==> config.mk <==
export PLATFORM = sky130hd
export DESIGN_NAME = vms_top
export DESIGN_NICKNAME = d
export VERILOG_FILES = /design/src/include/vms_pkg.sv /design/src/logic/vms_top.sv
export VERILOG_INCLUDE_DIRS = /design/src /design/src/include
export SDC_FILE = /design/constraint.sdc
export NUM_CORES = 1
export LEC_CHECK = 0
export ABC_CLOCK_PERIOD_IN_PS = 3100
export BUFFER_PORTS_ARGS = -buffer_cell sky130_fd_sc_hd__buf_4
export CORE_UTILIZATION = 45
export CTS_CLUSTER_DIAMETER = 150
export DETAILED_ROUTE_END_ITERATION = 8
export PLACE_DENSITY = 0.76
export SKIP_CTS_REPAIR_TIMING = 1
export SLEW_MARGIN = 20
export SYNTH_ARGS = -nofsm -noshare
export SYNTH_HDL_FRONTEND = slang
export SYNTH_SLANG_ARGS = --single-unit
==> constraint.sdc <==
create_clock -name pclk -period 3.1 [get_ports pclk]
set_input_delay 0.155 -clock pclk [delete_from_list [all_inputs] [get_ports pclk]]
set_output_delay 0.155 -clock pclk [all_outputs]
set_load 0.01 [all_outputs]
==> src/include/vms_defs.svh <==
`ifndef VMS_DEFS_SVH
`define VMS_DEFS_SVH

`define VMS_NAX 4
`define VMS_CLK_NS 8
`define VMS_SWITCH_NS 2000
`define VMS_SWITCH_CYC ((`VMS_SWITCH_NS + `VMS_CLK_NS - 1) / `VMS_CLK_NS)

`define VMS_ADDR_CTRL 8'h00
`define VMS_ADDR_STATUS 8'h04
`define VMS_ADDR_IRQ_STAT 8'h08
`define VMS_ADDR_IRQ_MASK 8'h0C
`define VMS_ADDR_ERR_INFO 8'h10
`define VMS_ADDR_STOP 8'h14
`define VMS_ADDR_TEST 8'h18

`define VMS_CTRL_REQ 0
`define VMS_CTRL_READY 1
`define VMS_CTRL_SERVO_ON 2
`define VMS_CTRL_CONT_VIRT 3
`define VMS_STAT_MODE 0
`define VMS_STAT_BUSY 1
`define VMS_STAT_ERR 2
`define VMS_STAT_SYNC 3
`define VMS_STOP_RAPID_POS 8
`define VMS_TEST_MODE 0
`define VMS_TEST_REQ 1

`define VMS_ERR_NONE 16'h0000
`define VMS_ERR_AXIS_BUSY 16'h0001
`define VMS_ERR_NOT_READY 16'h0002
`define VMS_ERR_AUTO_FORCED 16'h0003
`define VMS_ERR_AUTO_READY 16'h0004
`define VMS_ERR_AUTO_SERVO 16'h0005

`endif

==> src/include/vms_pkg.sv <==
package vms_pkg;

    typedef enum logic [1:0] {
        VMS_REAL,
        VMS_TO_VIRT,
        VMS_VIRTUAL,
        VMS_TO_REAL
    } vms_mode_t;

    typedef struct packed {
        logic done;
        logic err;
        logic auto_ret;
        logic sync;
    } vms_events_t;

endpackage

==> src/logic/vms_top.sv <==
// Notes on behaviour
// - Clearing request returns real if axes stopped at switch end
// - Forced stop, ready loss, servo error return
// - Failed user switch sets error and code
// - Continue mode keeps faulty axis drive running
// - Refuse motion commands while switching
// - Test mode ignores request flag transitions
// - Test mode takes peripheral switch, same checks
// - Status flag follows mode in effect
// - Three stop methods: decel, rapid, immediate
// - Stop method applies to interpolation partners
// - Encoder axis input stops immediately
// - Sync discrepancy cause sets warning flag
//
// Decided for this implementation: the APB register port and the register offsets.
`timescale 1ns/1ns
`default_nettype none
`include "vms_defs.svh"
module vms_top
    import vms_pkg::*;
#(
    parameter int NAX = `VMS_NAX,
    parameter logic [15:0] SWITCH_CYC = 16'(`VMS_SWITCH_CYC)
)
(
    input wire logic pclk,
    input wire logic presetn,
    input wire logic ce,
    input wire logic psel,
    input wire logic penable,
    input wire logic pwrite,
    input wire logic [7:0] paddr,
    input wire logic [31:0] pwdata,
    output logic [31:0] prdata,
    output logic pready,
    output logic pslverr,
    input wire logic forced_stop,
    input wire logic wdt_error,
    input wire logic [NAX-1:0] servo_error,
    input wire logic [NAX-1:0] axis_start_accept,
    input wire logic [NAX-1:0] interp_link,
    input wire logic cmd_req,
    output logic cmd_accept,
    output logic cmd_refuse,
    output logic mode_switch_status,
    output logic switch_busy,
    output logic [NAX-1:0] axis_decel_stop,
    output logic [NAX-1:0] axis_rapid_stop,
    output logic [NAX-1:0] axis_immediate_stop,
    output logic encoder_input_stop,
    output logic [NAX-1:0] drive_keep_running,
    output logic irq
);

    localparam int SW = 2 + 3 * NAX;

    typedef struct packed {
        vms_mode_t st;
        logic [SW-1:0] sync1;
        logic [SW-1:0] sync2;
        logic mode_switch_request;
        logic host_ready_flag;
        logic all_axes_servo_on_command;
        logic cont_virt;
        logic [NAX-1:0] stop_cmd;
        logic [NAX-1:0] rapid_cmd;
        logic test_mode;
        logic test_req;
        logic test_mode_d;
        logic prev_req;
        logic auto_ret;
        logic [15:0] cnt;
        logic mode_switch_error_flag;
        logic [15:0] err_info;
        logic sync_discrepancy_warning;
        logic [3:0] irq_stat;
        logic [3:0] irq_mask;
        logic pready;
        logic pslverr;
        logic [31:0] prdata;
        logic cmd_accept;
        logic cmd_refuse;
        logic status;
        logic busy;
        logic [NAX-1:0] dec_o;
        logic [NAX-1:0] rap_o;
        logic [NAX-1:0] imm_o;
        logic enc_stop;
        logic [NAX-1:0] keep_run;
        logic irq;
    } vms_state_t;

    vms_state_t s;
    vms_state_t next_s;

    logic f_stop;
    logic wdt;
    logic [NAX-1:0] serr;
    logic [NAX-1:0] busy_ax;
    logic [NAX-1:0] interp;
    logic virt;
    logic all_dec;
    logic all_rap;
    logic all_imm;
    logic [NAX-1:0] dec_raw;
    logic [NAX-1:0] rap_raw;
    logic [NAX-1:0] dec_grp;
    logic [NAX-1:0] rap_grp;
    logic [NAX-1:0] keep_raw;

    assign f_stop = s.sync2[0];
    assign wdt = s.sync2[1];
    assign serr = s.sync2[2 +: NAX];
    assign busy_ax = s.sync2[2 + NAX +: NAX];
    assign interp = s.sync2[2 + 2 * NAX +: NAX];

    assign virt = (s.st == VMS_VIRTUAL) || (s.st == VMS_TO_REAL);
    assign all_dec = !s.all_axes_servo_on_command || !s.host_ready_flag;
    assign all_rap = f_stop || ((|serr) && !s.cont_virt);
    assign all_imm = wdt;

    genvar gi;
    generate
        for (gi = 0; gi < NAX; gi++)
        begin : g_axis
            assign dec_raw[gi] = virt && (s.stop_cmd[gi] || all_dec);
            assign rap_raw[gi] = virt && (s.rapid_cmd[gi] || all_rap);
            assign dec_grp[gi] = dec_raw[gi] || (interp[gi] && |(interp & dec_raw));
            assign rap_grp[gi] = rap_raw[gi] || (interp[gi] && |(interp & rap_raw));
            assign keep_raw[gi] = virt && s.cont_virt && serr[gi];
        end
    endgenerate

    logic acc;
    logic wr;
    logic eff_req;
    logic req_rise;
    logic req_fall;
    logic all_stopped;
    logic [31:0] rd;
    logic mapped;
    vms_events_t ev;

    always_comb
    begin
        next_s = s;
        ev = '0;
        rd = '0;
        mapped = 1'b1;
        next_s.sync1 = {interp_link, axis_start_accept, servo_error, wdt_error, forced_stop};
        next_s.sync2 = s.sync1;

        // Bus slave: one wait state, answer registered
        acc = psel && penable;
        wr = acc && s.pready && pwrite && !s.pslverr;
        case (paddr)
            `VMS_ADDR_CTRL:
            begin
                rd[`VMS_CTRL_REQ] = s.mode_switch_request;
                rd[`VMS_CTRL_READY] = s.host_ready_flag;
                rd[`VMS_CTRL_SERVO_ON] = s.all_axes_servo_on_command;
                rd[`VMS_CTRL_CONT_VIRT] = s.cont_virt;
            end
            `VMS_ADDR_STATUS:
            begin
                rd[`VMS_STAT_MODE] = s.status;
                rd[`VMS_STAT_BUSY] = s.busy;
                rd[`VMS_STAT_ERR] = s.mode_switch_error_flag;
                rd[`VMS_STAT_SYNC] = s.sync_discrepancy_warning;
            end
            `VMS_ADDR_IRQ_STAT: rd[3:0] = s.irq_stat;
            `VMS_ADDR_IRQ_MASK: rd[3:0] = s.irq_mask;
            `VMS_ADDR_ERR_INFO: rd[15:0] = s.err_info;
            `VMS_ADDR_STOP:
            begin
                rd[NAX-1:0] = s.stop_cmd;
                rd[`VMS_STOP_RAPID_POS +: NAX] = s.rapid_cmd;
            end
            `VMS_ADDR_TEST:
            begin
                rd[`VMS_TEST_MODE] = s.test_mode;
                rd[`VMS_TEST_REQ] = s.test_req;
            end
            default: mapped = 1'b0;
        endcase
        next_s.pready = acc && !s.pready;
        if (acc && !s.pready)
        begin
            next_s.prdata = rd;
            next_s.pslverr = !mapped;
        end
        else
        begin
            next_s.pslverr = 1'b0;
        end

        if (wr)
        begin
            case (paddr)
                `VMS_ADDR_CTRL:
                begin
                    next_s.mode_switch_request = pwdata[`VMS_CTRL_REQ];
                    next_s.host_ready_flag = pwdata[`VMS_CTRL_READY];
                    next_s.all_axes_servo_on_command = pwdata[`VMS_CTRL_SERVO_ON];
                    next_s.cont_virt = pwdata[`VMS_CTRL_CONT_VIRT];
                end
                `VMS_ADDR_STATUS:
                begin
                    if (pwdata[`VMS_STAT_ERR])
                        next_s.mode_switch_error_flag = 1'b0;
                    if (pwdata[`VMS_STAT_SYNC])
                        next_s.sync_discrepancy_warning = 1'b0;
                end
                `VMS_ADDR_IRQ_STAT: next_s.irq_stat = s.irq_stat & ~pwdata[3:0];
                `VMS_ADDR_IRQ_MASK: next_s.irq_mask = pwdata[3:0];
                `VMS_ADDR_STOP:
                begin
                    next_s.stop_cmd = pwdata[NAX-1:0];
                    next_s.rapid_cmd = pwdata[`VMS_STOP_RAPID_POS +: NAX];
                end
                `VMS_ADDR_TEST:
                begin
                    next_s.test_mode = pwdata[`VMS_TEST_MODE];
                    next_s.test_req = pwdata[`VMS_TEST_REQ];
                end
                default: ;
            endcase
        end

        // peripheral request replaces the flag in test mode
        eff_req = s.test_mode ? s.test_req : s.mode_switch_request;
        next_s.test_mode_d = s.test_mode;
        next_s.prev_req = eff_req;
        // source change itself is no transition
        req_rise = eff_req && !s.prev_req && (s.test_mode == s.test_mode_d);
        req_fall = !eff_req && s.prev_req && (s.test_mode == s.test_mode_d);
        all_stopped = ~|busy_ax;
        if (s.cnt != 16'h0000)
            next_s.cnt = s.cnt - 16'h0001;

        case (s.st)
            VMS_REAL:
            begin
                if (req_rise)
                begin
                    next_s.st = VMS_TO_VIRT;
                    next_s.cnt = SWITCH_CYC;
                end
            end
            VMS_TO_VIRT:
            begin
                if (s.cnt == 16'h0000)
                begin
                    if (all_stopped && s.host_ready_flag)
                    begin
                        next_s.st = VMS_VIRTUAL;
                        ev.done = 1'b1;
                    end
                    else
                    begin
                        next_s.st = VMS_REAL;
                        ev.err = 1'b1;
                        next_s.err_info = all_stopped ? `VMS_ERR_NOT_READY : `VMS_ERR_AXIS_BUSY;
                    end
                end
            end
            VMS_VIRTUAL:
            begin
                if (f_stop || !s.host_ready_flag || ((|serr) && !s.cont_virt))
                begin
                    next_s.st = VMS_TO_REAL;
                    next_s.auto_ret = 1'b1;
                    next_s.cnt = SWITCH_CYC;
                    ev.auto_ret = 1'b1;
                    if (f_stop)
                        next_s.err_info = `VMS_ERR_AUTO_FORCED;
                    else if (!s.host_ready_flag)
                        next_s.err_info = `VMS_ERR_AUTO_READY;
                    else
                        next_s.err_info = `VMS_ERR_AUTO_SERVO;
                end
                else if (req_fall)
                begin
                    next_s.st = VMS_TO_REAL;
                    next_s.auto_ret = 1'b0;
                    next_s.cnt = SWITCH_CYC;
                end
            end
            VMS_TO_REAL:
            begin
                // real mode only once all axes stopped
                if (s.cnt == 16'h0000)
                begin
                    if (all_stopped)
                    begin
                        next_s.st = VMS_REAL;
                        next_s.auto_ret = 1'b0;
                        ev.done = 1'b1;
                    end
                    else if (!s.auto_ret)
                    begin
                        next_s.st = VMS_VIRTUAL;
                        ev.err = 1'b1;
                        next_s.err_info = `VMS_ERR_AXIS_BUSY;
                    end
                end
            end
            default: next_s.st = VMS_REAL;
        endcase

        ev.sync = virt && (f_stop || (|serr)) && !s.sync_discrepancy_warning;
        if (ev.sync)
            next_s.sync_discrepancy_warning = 1'b1;
        if (ev.err)
            next_s.mode_switch_error_flag = 1'b1;
        next_s.irq_stat = next_s.irq_stat | {ev.sync, ev.auto_ret, ev.err, ev.done};
        next_s.irq = |(next_s.irq_stat & next_s.irq_mask);

        // status changes only when switch done
        next_s.status = (next_s.st == VMS_VIRTUAL) || (next_s.st == VMS_TO_REAL);
        next_s.busy = (next_s.st == VMS_TO_VIRT) || (next_s.st == VMS_TO_REAL);
        next_s.cmd_accept = cmd_req && !s.busy;
        next_s.cmd_refuse = cmd_req && s.busy;

        next_s.imm_o = virt && all_imm ? {NAX{1'b1}} : '0;
        next_s.rap_o = (virt && all_imm) ? '0 : (rap_grp & ~keep_raw);
        next_s.dec_o = (virt && all_imm) ? '0 : (dec_grp & ~rap_grp & ~keep_raw);
        next_s.keep_run = keep_raw;
        next_s.enc_stop = virt && (all_dec || all_rap || all_imm);
    end

    always_ff @(posedge pclk or negedge presetn)
    begin
        if (!presetn)
            s <= '0;
        else if (ce)
            s <= next_s;
    end

    assign prdata = s.prdata;
    assign pready = s.pready;
    assign pslverr = s.pslverr;
    assign cmd_accept = s.cmd_accept;
    assign cmd_refuse = s.cmd_refuse;
    assign mode_switch_status = s.status;
    assign switch_busy = s.busy;
    assign axis_decel_stop = s.dec_o;
    assign axis_rapid_stop = s.rap_o;
    assign axis_immediate_stop = s.imm_o;
    assign encoder_input_stop = s.enc_stop;
    assign drive_keep_running = s.keep_run;
    assign irq = s.irq;

endmodule
`default_nettype wire

# After elaboration in Yosys (flattened, before gate mapping)
# Cells that the tools add are included.
[classes]
n_bitwise = 11
n_mux = 58
multipliers = 0
n_eq_ne = 21
n_reduce_logical = 101
shift = 0
n_addsub = 1
order_cmp = 0
n_div = 0
[op_table]
columns = ["op", "count"]
rows = [
  ["$mux W16", 8],
  ["$pmux W16 S3", 1],
  ["$logic_and A1 B1 Y1", 38],
  ["$mux W17", 2],
  ["$pmux W16 S2", 1],
  ["$and A4 B4 Y4", 7],
  ["$mux W4", 7],
  ["$logic_or A1 B1 Y1", 26],
  ["$eq A8 B5 Y1 const B", 3],
  ["$mux W2", 11],
  ["$mux W1", 20],
  ["$reduce_or A4 Y1", 5],
  ["$eq A8 B4 Y1 const B", 2],
  ["$logic_not A16 Y1", 1],
  ["$reduce_bool A16 Y1", 1],
  ["$sub A16 B1 Y16 const B", 1],
  ["$pmux W2 S7", 1],
  ["$reduce_bool A2 Y1", 7],
  ["$not A4 Y4", 3],
  ["$pmux W2 S6", 1],
  ["$logic_not A1 Y1", 11],
  ["$mux W9", 1],
  ["$reduce_and A3 Y1", 3],
  ["$eq A2 B2 Y1 const B", 4],
  ["other kinds (20)", 27],
]
[totals]
register_bits = 129
mem_bits_ro = 0
latch_bits = 0
wordCells = 225
in_bits = 61
mem_count = 0
ram_bits = 0
output_inout_bits = 56

# Logic depth before layout (Yosys ltp)
[depth]
depth_word = 13
depth_mapped = 8
ltp_nobuf = 7

# Worst setup path before layout
# Ideal clock, no wire load.
[synth_timing]
kind = "flip-flop to flip-flop"
from = "reg s[82] (netlist name)"
to = "reg s[84] (netlist name)"
t_required_ns = 2.974
t_arrival_ns = 1.764
setup_ns = 0.126
stages_incl_launch_ff = 9
n_path_buf = 1
slack_ns = 1.210
period_less_slack_ns = 1.890
cell_sequence = "dfrtp_1 -> inv_1 -> ha_1 -> nor4b_1 -> nand4b_4 -> buf_2 -> nand4_1 -> a21oi_1 -> a311o_1"
[synth_via]
elab_chain_cells = 5
elab_cells_between_ends = 7
classes_between = "add/sub (1); mux (5); reduce/logical (1)"
[synth_rtl]
columns = ["element", "line_no", "source"]
rows = [
  ["from (decl)", "vms_top.sv:93", "vms_state_t s;"],
  ["from (signal assigned)", "vms_top.sv:337", "s <= next_s;"],
  ["$sub A16 B1 Y16 or $reduce_bool A16 Y1 (tied branches)", "vms_top.sv:239, vms_top.sv:238", ""],
  ["$mux W16 (*)", "vms_top.sv:238", "if (s.cnt != 16'h0000)"],
  ["$mux W17", "vms_top.sv:282", "else if (req_fall)"],
  ["$mux W17", "vms_top.sv:269", "if (f_stop || !s.host_ready_flag || ((|serr) && !s.cont_virt))"],
  ["$pmux W16 S2 (*)", "vms_top.sv:241", "case (s.st)"],
]
# Every way passes the cells marked *; elsewhere a longest branch is shown, timed or not. The select of a mux whose other input is x is not followed.
# A chain may end at the register's enable or synchronous reset.

# Final worst setup path
[layout_timing]
from = "reg s, in the netlist pready"
to = "reg s[59] (netlist name)"
[layout_via]
elab_chain_cells = 4
[layout_rtl]
columns = ["element", "line_no", "source"]
rows = [
  ["$logic_and A1 B1 Y1 (3 in a row)", "vms_top.sv:155", "wr = acc && s.pready && pwrite && !s.pslverr;"],
  ["$mux W9", "vms_top.sv:197", "if (wr)"],
]
# No other way between the ends. The select of a mux whose other input is x is not followed.

==> impl_metrics.ini <==
[finish]
nNetsFinal = 632
fin_util_pct = 51.7
fillCellCount = 1053
drive_gt1_share_pct = 25.6
n_antenna_cell = 0
design_area_um2 = 6240
finalNonFillerCells = 742
syn2layout_area_growth_pct = 12.0

[drt]
vias = 4204
dr_wl_met2_mm = 5.49
wl_mm = 11.9
ant_nets = 0
drt_iter0_markers = 381
route.met3.wl_um = 704
drc = 0
viasPerCell = 5.67
avgRoutedWirePerCell_um = 16.1
drt_first_pass_iters = 5
routed.top_layer = met4
wl_met1_mm = 5.59

[critical_path]
worstPathMaxFanout = 11
critPathKind = flip-flop to flip-flop
start_kind = flip-flop
cp-end-kind = flip-flop
worstPathRequired_ns = 3.32
worst_ep_arrival_time_ns = 2.46

[synthesis]
ys_seq_area_share_pct = 46.7
yosys_register_bits = 104
async_flop_share_pct = 100
synth_area_per_cell_um2 = 10.4
syn-cell-area_um2 = 5570
syn_inst = 536
synth_cell_types = 69
synth_ff_type = dfrtp_1
yosysWarnings = 0
synth_edf_count = 0

[placement]
dp_slack_ns = 0.885
placed_cell_area_um2 = 5940
gp_congestion = 0.867
dpl.hpwl_mm = 8.45
place_inst = 725
io_buffers = 68

[sta]
worst_pin_slew_ns = 1.07
max_slew_margin_pct = 27.7
timing.final.ws_setup_ns = 0.862
totalNegativeSetupSlack_ns = 0
hold_violations = 0
rsz0062_at_grt = no
finClkSkew_ns = 0.00784
fmax_mhz = 447
min_period_ns = 2.24
setup_viol = 0
holdWs_ns = 0.0333
finalMaxSlewViolations = 0
period_share_pct = 72.2

[clocking]
cts.sinks = 104
tritoncts = built
insertion_delay_ns = 0.34
htreeDepth = 3
cts_root_buf = clkbuf_16
clock_tree.buffer_depth = 2
numCtsBuffers = 9
clk_pin_slew_ns = 0.07

[floorplanning]
initial_core_util_pct = 46.2
coreArea_um2 = 12100
die_h_um = 113
die_x_um = 113
pin_count = 117
rows = 40
dieArea_um2 = 12800

[pwr]
vdd_ir_drop_max_mv = 0.397
fin_total_pwr_mw = 3.57
p_per_area_nw_per_um2 = 572
p_leak_nw = 2.83

[global_route]
grt_usage_pct = 19.5
grt_pass1_wl_mm = 20.0
antenna_found_initial = 0
grt_pass1_vias = 3935
globalRouteOverflowTotal = 0
grt_max_degree = 53

[outcome]
status = completed

[flow_run]
maxCapViolations = 0

[hold_path]
hold_class = input port to flip-flop
-- layout make-up --
class | instances | area, um2 | area share (%)
clock buffer | 12 | 246 | 3.95
sequential | 104 | 2600 | 41.7
tap | 168 | 210 | 3.37
inverter | 16 | 60.1 | 0.963
multi-input combinational | 364 | 2520 | 40.5
clock inverter | 4 | 37.5 | 0.602
timing repair buffer | 74 | 558 | 8.95
-- synth_stat cells (all sizes together) (5+ instances only) --
master	count	area, um2
a211oi	6	45.0
nor3	6	30.0
mux2	45	537
buf	53	389
nand2	39	149
nand2b	8	50.1
inv	16	60.1
nor2	38	143
xor2	9	78.8
o21ai	29	149
o2bb2ai	13	114
nor4	6	58.8
mux2i	7	70.1
dfrtp	104	2600
nand3	13	65.1
nand4b	5	58.8
clkbuf	22	82.6
nand4	10	68.8
a21oi	27	150
a22o	9	78.8
-- per-layer routing --
layer | vias up | global-route usage (%)
met3 | 18 | 3.64
met5 | - | 0
li1 | 1928 | -
met4 | 0 | 4.82
met2 | 164 | 30.5
met1 | 2094 | 28.2
-- cells in the final DEF (no fill, tap or decap), types with 4 or more instances in the layout --
cell and n:
nand2_1 38, mux2i_1 7, o21ai_0 28, a211oi_1 6, o2bb2ai_1 13, clkbuf_16 9, a31oi_1 4, nand4b_1 4
dfrtp_1 104, a21oi_1 25, buf_4 73, mux2_2 37, nand2b_1 8, nor4_1 4, inv_1 16, a21boi_0 4
o21a_1 4, o31ai_1 4, nor2_1 38, conb_1 24, o211ai_1 4, nand3_1 13, mux2_4 8, nand4_1 9
xor2_1 9, nor3_1 6, a22o_1 9
-- state kept, by name, summed over array words and instances (netlist names) --
name	flops
s	50
next_s	15
prdata	8
axis_decel_stop	4
axis_rapid_stop	4
busy_ax	4
drive_keep_running	4
interp	4
all_imm	1
axis_immediate_stop	1
cmd_accept	1
cmd_refuse	1
encoder_input_stop	1
f_stop	1
irq	1
mode_switch_status	1
pready	1
pslverr	1
switch_busy	1
-- power by group --
part | switching, mW | internal [mW] | leakage (nW) | total [mW]
registers | 0.186 | 1.55 | 1.32 | 1.73
clock network | 0.515 | 0.580 | 0.139 | 1.09
logic | 0.391 | 0.351 | 1.37 | 0.742
total | 1.09 | 2.48 | 2.83 | 3.57
-- cell families (layout without fill, tap and decap cells) --
group                    count (synthesis)  in the layout  share of synthesized area (%)
multiplexers                            55             55                           12.1
AND/OR/NAND/NOR                        149            149                           14.4
XOR/XNOR                                10             10                           1.57
flip-flops                             104            104                           46.7
other                                    1             24                         0.0673
AO/OA/AOI/OAI                          124            124                           15.2
buffers and inverters                   91            106                           9.54
adder cells (fa/ha/maj)                  2              2                          0.449
-- worst max-delay path: stages, from the launching register on --
cell	delay, ns
dfrtp_1	0.43
nor4bb_1	0.42
nand4_1	0.47
or2_2	0.50
mux2_2	0.29
-- worst paths after layout --
kind	start	end	slack, ns	cells past startpoint
worst max-delay path	pready	s[59]	0.86	4
worst min-delay path	pwdata[11]	s[106]	0.03	2
worst max register to register	pready	s[59]	0.86	4
worst min register to register	prdata[10]	prdata[10]	0.49	2
max in group asynchronous	presetn	s[111]	1.86	3
min in group asynchronous	presetn	prdata[0]	0.35	2
Note: power is estimated with default switching activity, not from simulation.
